==> config.mk <==
export PLATFORM = sky130hd
export DESIGN_NAME = sbar_regs
export DESIGN_NICKNAME = d
export VERILOG_FILES = /design/src/sbar_pkg.sv /design/src/sbar_port_if.sv /design/src/sbar_port_chk.sv /design/src/sbar_regs.sv
export SDC_FILE = /design/constraint.sdc
export NUM_CORES = 1
export LEC_CHECK = 0
export BUFFER_PORTS_ARGS = -buffer_cell sky130_fd_sc_hd__clkbuf_2
export CAP_MARGIN = 20
export CORE_MARGIN = 3
export CORE_UTILIZATION = 61
export CTS_CLUSTER_DIAMETER = 80
export DETAILED_ROUTE_END_ITERATION = 8
export PLACE_DENSITY = 0.95
export SLEW_MARGIN = 40
export SYNTH_ARGS = -nofsm -noshare
export SYNTH_HDL_FRONTEND = slang
export SYNTH_SLANG_ARGS = --single-unit
==> constraint.sdc <==
create_clock -name clk -period 10.8 [get_ports clk]
set_input_delay 2.7 -clock clk [delete_from_list [all_inputs] [get_ports clk]]
set_output_delay 2.7 -clock clk [all_outputs]
set_load 0.005 [all_outputs]
==> src/sbar_pkg.sv <==
// package: register map, field layout and reset values of the buffer admission registers
package sbar_pkg;
	// register indices; byte address is four times the index
	localparam logic [15:0] SBAR_IDX_CFG = 16'h1c00;
	localparam logic [15:0] SBAR_IDX_DROP = 16'h1c01;
	localparam logic [15:0] SBAR_IDX_PAUSE = 16'h1c02;
	localparam logic [15:0] SBAR_IDX_RESUME = 16'h1c03;
	localparam logic [15:0] SBAR_IDX_FLOOD = 16'h1c04;
	localparam logic [15:0] SBAR_IDX_CNT0 = 16'h1c05;
	localparam int SBAR_ADDR_W = 18;
	// configuration field positions
	localparam int SBAR_CFG_TEST_BIT = 6;
	localparam int SBAR_CFG_FIXED_BIT = 5;
	localparam int SBAR_CFG_PACE_LSB = 2;
	localparam int SBAR_CFG_YELLOW_BIT = 1;
	localparam int SBAR_CFG_RED_BIT = 0;
	localparam int SBAR_CFG_W = 7;
	localparam int SBAR_LOW_LSB = 8;
	localparam int SBAR_HIGH_LSB = 0;
	// reset values
	localparam logic [6:0] SBAR_CFG_RST = 7'h00;
	localparam logic [7:0] SBAR_DROP_LOW_RST = 8'h49;
	localparam logic [7:0] SBAR_DROP_HIGH_RST = 8'h64;
	localparam logic [7:0] SBAR_PAUSE_LOW_RST = 8'h21;
	localparam logic [7:0] SBAR_PAUSE_HIGH_RST = 8'h3c;
	localparam logic [7:0] SBAR_RESUME_LOW_RST = 8'h03;
	localparam logic [7:0] SBAR_RESUME_HIGH_RST = 8'h07;
	localparam logic [7:0] SBAR_FLOOD_RST = 8'h31;
	localparam logic [31:0] SBAR_CNT_RST = 32'h00000000;
	localparam logic [31:0] SBAR_CNT_TEST_VAL = 32'h07fffffc;
	localparam logic [31:0] SBAR_CNT_MAX = 32'hffffffff;
	// buffer accounting
	localparam int SBAR_BUF_BYTES = 128;
	localparam logic [7:0] SBAR_ACTIVE_BUFS = 8'h24;
	localparam int SBAR_PORTS = 3;
	localparam logic [15:0] SBAR_PAUSE_RESUME_VAL = 16'h0001;
	typedef enum logic [1:0] {SBAR_IDLE = 2'b00, SBAR_ACCESS = 2'b01} sbar_apb_state_type;
endpackage

==> src/sbar_port_if.sv <==
// interface: per-port admission limits passed from the register core to the port checker
`timescale 1ns/1ps
interface sbar_port_if;
	logic [7:0] drop_lvl;
	logic [7:0] pause_lvl;
	logic [7:0] resume_lvl;
	logic [7:0] used;
	logic active;
	logic over_drop;
	logic at_pause;
	logic at_resume;
	modport core (output drop_lvl, output pause_lvl, output resume_lvl, output used,
		input active, input over_drop, input at_pause, input at_resume);
	modport chk (input drop_lvl, input pause_lvl, input resume_lvl, input used,
		output active, output over_drop, output at_pause, output at_resume);
endinterface

==> src/sbar_port_chk.sv <==
// port checker: compares one port's buffer usage against its current limits
`timescale 1ns/1ps
module sbar_port_chk
	import sbar_pkg::*;
(
	sbar_port_if.chk p
);
	// thresholds are whole 128-byte buffers, so compare raw counts
	assign p.active = (p.used >= SBAR_ACTIVE_BUFS);
	assign p.over_drop = (p.used >= p.drop_lvl);
	assign p.at_pause = (p.used >= p.pause_lvl);
	assign p.at_resume = (p.used <= p.resume_lvl);
endmodule

==> src/sbar_regs.sv <==
// buffer admission register bank: apb slave, limits selection, flow control and port 0 drop count
//
// Summary of operation
// - with counter test set, reading a clear-on-read counter loads the test value
// - queue servicing bit set gives fixed priority, clear gives weighted round robin
// - three pacing enable bits drive ports 2, 1 and 0 from high to low
// - yellow drop set: over committed burst packets go yellow, may be randomly discarded
// - red drop set: over excess burst packets go red and are always discarded
// - all buffer levels count 128-byte buffers
// - a port is active when 36 or more buffers are in use
// - two or three active ports limit each ingress port to the low drop level
// - one active port limits each ingress port to the high drop level
// - pause or backpressure at pause level, low or high field by active count
// - pause value 1 sent at resume level, low or high field by active count
// - flood traffic buffers are capped at the broadcast drop level
// - port 0 buffer manager drops increment a 32-bit counter
// - port 0 drop counter saturates at all ones and clears when read with counter test clear
`timescale 1ns/1ps
module sbar_regs
	import sbar_pkg::*;
(
	input wire logic clk,
	input wire logic rst,
	input wire logic psel,
	input wire logic penable,
	input wire logic pwrite,
	input wire logic [SBAR_ADDR_W-1:0] paddr,
	input wire logic [31:0] pwdata,
	input wire logic [3:0] pstrb,
	output logic [31:0] prdata,
	output logic pready,
	output logic pslverr,
	input wire logic [23:0] port_used,
	input wire logic [7:0] flood_used,
	input wire logic [2:0] pkt_valid,
	input wire logic [2:0] pkt_flood,
	input wire logic [2:0] pkt_yellow,
	input wire logic [2:0] pkt_red,
	input wire logic [2:0] pkt_rand_drop,
	output logic [2:0] pkt_drop,
	output logic [2:0] pkt_mark_yellow,
	output logic [2:0] pkt_mark_red,
	output logic [2:0] pause_req,
	output logic [2:0] pause_tx,
	output logic [15:0] pause_value,
	output logic fixed_priority,
	output logic [2:0] egress_pace_en
);
	logic [6:0] cfg_q;
	logic [15:0] drop_q;
	logic [15:0] pause_q;
	logic [15:0] resume_q;
	logic [7:0] flood_q;
	logic [31:0] cnt0_q;
	logic [31:0] prdata_q;
	logic pready_q;
	logic pslverr_q;
	sbar_apb_state_type state_q;
	logic [2:0] act_vec;
	logic [2:0] over_drop;
	logic [2:0] at_pause;
	logic [2:0] at_resume;
	logic [1:0] act_cnt_q;
	logic multi_act;
	logic [7:0] drop_sel;
	logic [7:0] pause_sel;
	logic [7:0] resume_sel;
	logic [2:0] paused_q;
	logic [2:0] drop_d;
	logic [2:0] yel_d;
	logic [2:0] red_d;
	logic flood_full;
	logic [2:0] pause_req_q;
	logic [2:0] pause_tx_q;
	logic [15:0] pause_val_q;
	logic [2:0] drop_q3;
	logic [2:0] yel_q;
	logic [2:0] red_q;
	logic acc;
	logic wr_acc;
	logic rd_acc;
	logic [15:0] widx;
	logic hit;
	logic sel_cfg;
	logic sel_drop;
	logic sel_pause;
	logic sel_resume;
	logic sel_flood;
	logic sel_cnt0;
	logic [31:0] rd_mux;

	// apb decode: byte address is four times the register index, low two bits ignored
	assign widx = 16'(paddr[SBAR_ADDR_W-1:2]);
	assign acc = psel & penable & (state_q == SBAR_ACCESS);
	assign wr_acc = acc & pwrite;
	assign rd_acc = acc & ~pwrite;
	assign hit = (widx >= SBAR_IDX_CFG) && (widx <= SBAR_IDX_CNT0);
	assign sel_cfg = (widx == SBAR_IDX_CFG);
	assign sel_drop = (widx == SBAR_IDX_DROP);
	assign sel_pause = (widx == SBAR_IDX_PAUSE);
	assign sel_resume = (widx == SBAR_IDX_RESUME);
	assign sel_flood = (widx == SBAR_IDX_FLOOD);
	assign sel_cnt0 = (widx == SBAR_IDX_CNT0);

	// one wait state: setup, access, then answer in the following access cycle
	always_ff @(posedge clk or posedge rst)
	begin
		if (rst)
			state_q <= SBAR_IDLE;
		else if (psel & ~penable)
			state_q <= SBAR_ACCESS;
		else if (pready_q | ~psel)
			state_q <= SBAR_IDLE;
	end

	// pready is a one-cycle pulse; the access state drops with it, so a held request is not answered twice
	always_ff @(posedge clk or posedge rst)
	begin
		if (rst)
			pready_q <= 1'b0;
		else
			pready_q <= acc & ~pready_q;
	end

	always_ff @(posedge clk or posedge rst)
	begin
		if (rst)
			pslverr_q <= 1'b0;
		else
			pslverr_q <= acc & ~pready_q & ~hit;
	end

	always_comb
	begin
		rd_mux = 32'h00000000;
		case (widx)
			SBAR_IDX_CFG: rd_mux = {25'h0000000, cfg_q};
			SBAR_IDX_DROP: rd_mux = {16'h0000, drop_q};
			SBAR_IDX_PAUSE: rd_mux = {16'h0000, pause_q};
			SBAR_IDX_RESUME: rd_mux = {16'h0000, resume_q};
			SBAR_IDX_FLOOD: rd_mux = {24'h000000, flood_q};
			SBAR_IDX_CNT0: rd_mux = cnt0_q;
			default: rd_mux = 32'h00000000;
		endcase
	end

	always_ff @(posedge clk or posedge rst)
	begin
		if (rst)
			prdata_q <= 32'h00000000;
		else if (rd_acc & ~pready_q)
			prdata_q <= rd_mux;
	end

	// writes and read clears land at the edge where the master samples pready high and ends the transfer
	wire wr_now = wr_acc & pready_q;
	wire rd_now = rd_acc & pready_q;

	always_ff @(posedge clk or posedge rst)
	begin
		if (rst)
			cfg_q <= SBAR_CFG_RST;
		else if (wr_now && sel_cfg && pstrb[0])
			cfg_q <= pwdata[SBAR_CFG_W-1:0];
	end

	// one process per threshold register; only byte lanes 0 and 1 carry fields
	always_ff @(posedge clk or posedge rst)
	begin
		if (rst)
			drop_q <= {SBAR_DROP_LOW_RST, SBAR_DROP_HIGH_RST};
		else if (wr_now && sel_drop)
		begin
			for (int b = 0; b < 2; b++)
			begin
				if (pstrb[b])
					drop_q[b*8 +: 8] <= pwdata[b*8 +: 8];
			end
		end
	end

	always_ff @(posedge clk or posedge rst)
	begin
		if (rst)
			pause_q <= {SBAR_PAUSE_LOW_RST, SBAR_PAUSE_HIGH_RST};
		else if (wr_now && sel_pause)
		begin
			for (int b = 0; b < 2; b++)
			begin
				if (pstrb[b])
					pause_q[b*8 +: 8] <= pwdata[b*8 +: 8];
			end
		end
	end

	always_ff @(posedge clk or posedge rst)
	begin
		if (rst)
			resume_q <= {SBAR_RESUME_LOW_RST, SBAR_RESUME_HIGH_RST};
		else if (wr_now && sel_resume)
		begin
			for (int b = 0; b < 2; b++)
			begin
				if (pstrb[b])
					resume_q[b*8 +: 8] <= pwdata[b*8 +: 8];
			end
		end
	end

	// the flood cap lives in lane 0; the upper lanes are reserved and read back as zero
	always_ff @(posedge clk or posedge rst)
	begin
		if (rst)
			flood_q <= SBAR_FLOOD_RST;
		else if (wr_now && sel_flood && pstrb[0])
			flood_q <= pwdata[7:0];
	end

	// per-port threshold comparison
	genvar g;
	generate
		for (g = 0; g < SBAR_PORTS; g++)
		begin : gen_port
			sbar_port_if pif ();
			assign pif.drop_lvl = drop_sel;
			assign pif.pause_lvl = pause_sel;
			assign pif.resume_lvl = resume_sel;
			assign pif.used = port_used[g*8 +: 8];
			assign act_vec[g] = pif.active;
			assign over_drop[g] = pif.over_drop;
			assign at_pause[g] = pif.at_pause;
			assign at_resume[g] = pif.at_resume;
			sbar_port_chk u_chk (
				.p(pif.chk)
			);
		end
	endgenerate

	// registered count keeps the threshold choice glitch-free across usage changes
	always_ff @(posedge clk or posedge rst)
	begin
		if (rst)
			act_cnt_q <= 2'd0;
		else
			act_cnt_q <= 2'(act_vec[0]) + 2'(act_vec[1]) + 2'(act_vec[2]);
	end

	assign multi_act = (act_cnt_q >= 2'd2);
	assign drop_sel = multi_act ? drop_q[SBAR_LOW_LSB +: 8] : drop_q[SBAR_HIGH_LSB +: 8];
	assign pause_sel = multi_act ? pause_q[SBAR_LOW_LSB +: 8] : pause_q[SBAR_HIGH_LSB +: 8];
	assign resume_sel = multi_act ? resume_q[SBAR_LOW_LSB +: 8] : resume_q[SBAR_HIGH_LSB +: 8];
	assign flood_full = (flood_used >= flood_q);

	// admission decision per arriving packet
	always_comb
	begin
		for (int i = 0; i < SBAR_PORTS; i++)
		begin
			yel_d[i] = pkt_valid[i] & pkt_yellow[i] & cfg_q[SBAR_CFG_YELLOW_BIT];
			red_d[i] = pkt_valid[i] & pkt_red[i] & cfg_q[SBAR_CFG_RED_BIT];
			drop_d[i] = pkt_valid[i] & (over_drop[i] | red_d[i] | (yel_d[i] & pkt_rand_drop[i])
				| (pkt_flood[i] & flood_full));
		end
	end

	always_ff @(posedge clk or posedge rst)
	begin
		if (rst)
		begin
			drop_q3 <= 3'b000;
			yel_q <= 3'b000;
			red_q <= 3'b000;
		end
		else
		begin
			drop_q3 <= drop_d;
			yel_q <= yel_d;
			red_q <= red_d;
		end
	end

	// flow control: pause once at pause level, hold until resume level, then send value 1
	always_ff @(posedge clk or posedge rst)
	begin
		if (rst)
		begin
			paused_q <= 3'b000;
			pause_tx_q <= 3'b000;
			pause_val_q <= 16'h0000;
		end
		else
		begin
			pause_tx_q <= 3'b000;
			pause_val_q <= 16'h0000;
			for (int i = 0; i < SBAR_PORTS; i++)
			begin
				if (!paused_q[i] && at_pause[i])
				begin
					paused_q[i] <= 1'b1;
					pause_tx_q[i] <= 1'b1;
				end
				else if (paused_q[i] && at_resume[i])
				begin
					paused_q[i] <= 1'b0;
					pause_tx_q[i] <= 1'b1;
					pause_val_q <= SBAR_PAUSE_RESUME_VAL;
				end
			end
		end
	end

	// pause_req follows the paused state one cycle later, as a level for the port's transmitter
	always_ff @(posedge clk or posedge rst)
	begin
		if (rst)
			pause_req_q <= 3'b000;
		else
			pause_req_q <= paused_q;
	end

	// port 0 drop counter: a drop in the read cycle is counted as 1 after the clear
	always_ff @(posedge clk or posedge rst)
	begin
		if (rst)
			cnt0_q <= SBAR_CNT_RST;
		else if (rd_now && sel_cnt0)
		begin
			if (cfg_q[SBAR_CFG_TEST_BIT])
				cnt0_q <= SBAR_CNT_TEST_VAL;
			else
				cnt0_q <= drop_d[0] ? 32'h00000001 : SBAR_CNT_RST;
		end
		else if (drop_d[0] && cnt0_q != SBAR_CNT_MAX)
			cnt0_q <= cnt0_q + 32'h00000001;
	end

	assign prdata = prdata_q;
	assign pready = pready_q;
	assign pslverr = pslverr_q;
	assign pkt_drop = drop_q3;
	assign pkt_mark_yellow = yel_q;
	assign pkt_mark_red = red_q;
	assign pause_req = pause_req_q;
	assign pause_tx = pause_tx_q;
	assign pause_value = pause_val_q;
	assign fixed_priority = cfg_q[SBAR_CFG_FIXED_BIT];
	assign egress_pace_en = cfg_q[SBAR_CFG_PACE_LSB +: 3];
endmodule

==> impl_results.md <==
* Share of layout cells above drive strength 1 at 27.6%
* Setup ws final at 5.50 ns
* Starting density of the core at 63.4%
* Gpl congestion at 0.966
* Worst r2r dst: cnt0_q[0]
* Most common flop cell mapped by yosys: dfrtp_1
* Sequential Area at 3780 sq um
* HP Class: register to register
* Sequential share of the synthesized area at 42.1%
* Final setup viols at 0
* Placed Instances at 1148
* Clock sink total at 150
* Crit path DAT at 5.58 ns
* Via/cell ratio at 6.53
* Tot Pwr at 1.34 mW
* Port Buffers at 139
* Post-cts resize count at 0
* #FFs+latches synth at 150
* Initial antenna violation count at 0
* Hold slack at 0.478 ns
* 1st-pass router iterations at 9
* Routed len/inst at 20.9 um
* Critical Path RT at 11.08 ns
* Critical path type: primary input to register
* Hold-fix buffer count after cts at 0
* Die height at 127 um
* LEAKAGE at 5.06 nW
* Post-synth EDFFs at 0
* Reg2reg setup slack at 7.60 ns
* Layout area overhead at 15.0%
* Mapped Cells at 862
* Initial DRC Count at 984
* Clock Tree Root: clkbuf_16
* Max layer used: met4
* Worst skew pair latency at 0.44 ns
* RSZ-0062 raised after global routing: false
* Cts bufs inserted at 17
* Pwr Density at 130 nW/um^2
* Vias in the first global route at 7487
* Endpoint class of the critical path: register
* Clk buf depth at 2
* Worst Hold End: prdata[0]
* Largest net degree at the start of global routing at 84
* Filler cells at 917
* VDD IR max at 0.112 mV
* Critical Path Start: paddr[2]
* Final Slew Violations at 0
* Global-route wire length before repair at 39.3 mm
* Worst-Margin Slew at 0.877 ns
* Final nets at 1176
* H-tree Lvls at 4
* Post-synth cell types at 58
* Clk slew on worst S/H paths at 0.07 ns
* Syn avg cell area at 10.4 sq um
* FP Rows at 43
* Post-CTS setup buffers at 0
* Mapped cell area at 8970 sq um
* Die area at 16200 sq um
* Crit-path max FO at 29
* DRC at 0
* Worst Skew at 0.0160 ns
* Final critical-path share of the clock period at 49.1%
* CTS tree: done
* Status: complete, no violations
* Final TNS setup at 0 ns
* Reg-to-Reg Start: act_cnt_q[1]
* YS warnings at 0
* Critical path startpoint category: primary input
* Async set-reset flop share out of synthesis at 100%
* Met2 wire len at 11.4 mm
* R2R cell count at 10
* DP HPWL at 17.7 mm
* Met3 wirelength from detailed routing at 2.76 mm
* Hold Startpoint: prdata[0]
* Die width at 127 um
* Footprint of the multi-input gates at 4880 sq um
* Fmax at 189 MHz
* Post-Place Setup Slack at 5.23 ns
* Hold Vio Cnt, Final at 0
* Grt total ovfl at 0
* Hold Crit Depth at 2
* Gr usage total at 30.9%
* Core footprint at 14100 sq um
* DRT antenna net count at 0
* Layout Cells excl Fill at 1182
* Max Cap Viol at 0
* Final wirelength at 24.7 mm
* Commonest non-fill, non-tap cell in the layout: clkbuf_2
* IO Count at 175
* DR vias at 7715
* Commonest cells after routing, fill and taps aside: 139 x clkbuf_2, 130 x dfrtp_1, 82 x ha_1
* Met1 wire length at 9.47 mm
* Rel. slew slack at 41.1%
* Fin crit period at 5.30 ns
critical path, stage by stage:
cell      delay [ns]
clkbuf_4        0.45
and2_0          0.49
nand2_1         0.49
or3_1           0.46
buf_4           0.25
nor2_4          0.56
a21oi_1         0.14
power breakdown:
| part | internal, mW | switching (mW) |
|---|---|---|
| logic | 0.0597 | 0.0846 |
| registers | 0.582 | 0.0211 |
| clock network | 0.334 | 0.262 |
| total | 0.976 | 0.368 |
per-stage QoR:
step           area, sq um  utilization, %
6_report             10300            72.9
3_3_place_gp          9690            68.5
3_5_place_dp          9700            68.5
5_1_grt              10300            72.8
2_1_floorplan         9020               -
4_1_cts              10300            72.8
worst max path at each step:
| stage | endpoint | slack [ns] | cells after the start |
|---|---|---|---|
| floorplan | act_cnt_q[1] | 4.10 | 1 |
| global placement | cnt0_q[0] | 5.05 | 7 |
| detailed placement | cnt0_q[0] | 5.23 | 7 |
| CTS | cnt0_q[0] | 5.62 | 7 |
| global route | cnt0_q[13] | 5.36 | 7 |
| finish | cnt0_q[10] | 5.50 | 7 |
metal layers:
layer	global-route usage, %	up-vias
met5	0	-
met4	13.1	0
met3	9.70	127
met2	48.5	525
met1	39.9	3687
li1	-	3376
cell usage after synthesis (3+ instances only):
cell type | count | area (sq um)
dfrtp_1 | 130 | 3250
ha_1 | 82 | 1030
nand2_1 | 74 | 278
a21oi_1 | 60 | 300
mux2_2 | 57 | 642
o21ai_0 | 55 | 275
mux2i_1 | 45 | 450
nor2_1 | 37 | 139
xor2_1 | 25 | 219
inv_1 | 24 | 90.1
and3_1 | 22 | 138
nand3_1 | 22 | 110
dfstp_2 | 20 | 526
buf_4 | 18 | 135
nand4_1 | 18 | 113
a21o_1 | 17 | 128
clkbuf_1 | 16 | 60.1
buf_2 | 10 | 50.1
a221oi_1 | 9 | 78.8
mux2_4 | 8 | 120
or3_1 | 8 | 50.1
and2_1 | 7 | 43.8
nand2b_1 | 7 | 43.8
nor3_1 | 7 | 35.0
o22ai_1 | 7 | 43.8
a211oi_1 | 5 | 37.5
buf_1 | 5 | 18.8
nor4_1 | 5 | 31.3
o31ai_1 | 5 | 37.5
and4_1 | 4 | 35.0
nor2b_1 | 4 | 25.0
o311ai_0 | 4 | 35.0
a31oi_1 | 3 | 18.8
nand4b_1 | 3 | 26.3
nor3b_1 | 3 | 22.5
o21a_1 | 3 | 22.5
or2_2 | 3 | 18.8
or4_1 | 3 | 22.5
logic make-up (layout without fill, tap and decap cells):
group	after synthesis	after routing	share of synthesized area [%]
adder cells (fa/ha/maj)	82	82	11.4
buffers and inverters	75	200	4.20
XOR/XNOR	27	27	2.64
AND/OR/NAND/NOR	237	237	13.9
AO/OA/AOI/OAI	179	179	12.0
other	1	16	0.0418
flip-flops	150	150	42.1
multiplexers	111	111	13.6
area by class of cell:
cell class | count | area share [%]
inverters | 24 | 0.922
diodes | 1 | 0.0243
clock inverters | 14 | 1.52
well taps | 180 | 2.18
repair buffers | 144 | 7.15
multi-input cells | 651 | 47.3
flip-flops and latches | 150 | 36.7
clock buffers | 18 | 4.26
state kept, by name, summed over array words and instances, names as in the netlist, 7 cells and up:
| signal | count |
|---|---|
| flood_q | 8 |
| pause_q | 16 |
| cfg_q | 7 |
| prdata | 32 |
| drop_q | 16 |
| cnt0_q | 32 |
| resume_q | 16 |
No activity file was read; power rests on OpenSTA's default activity.
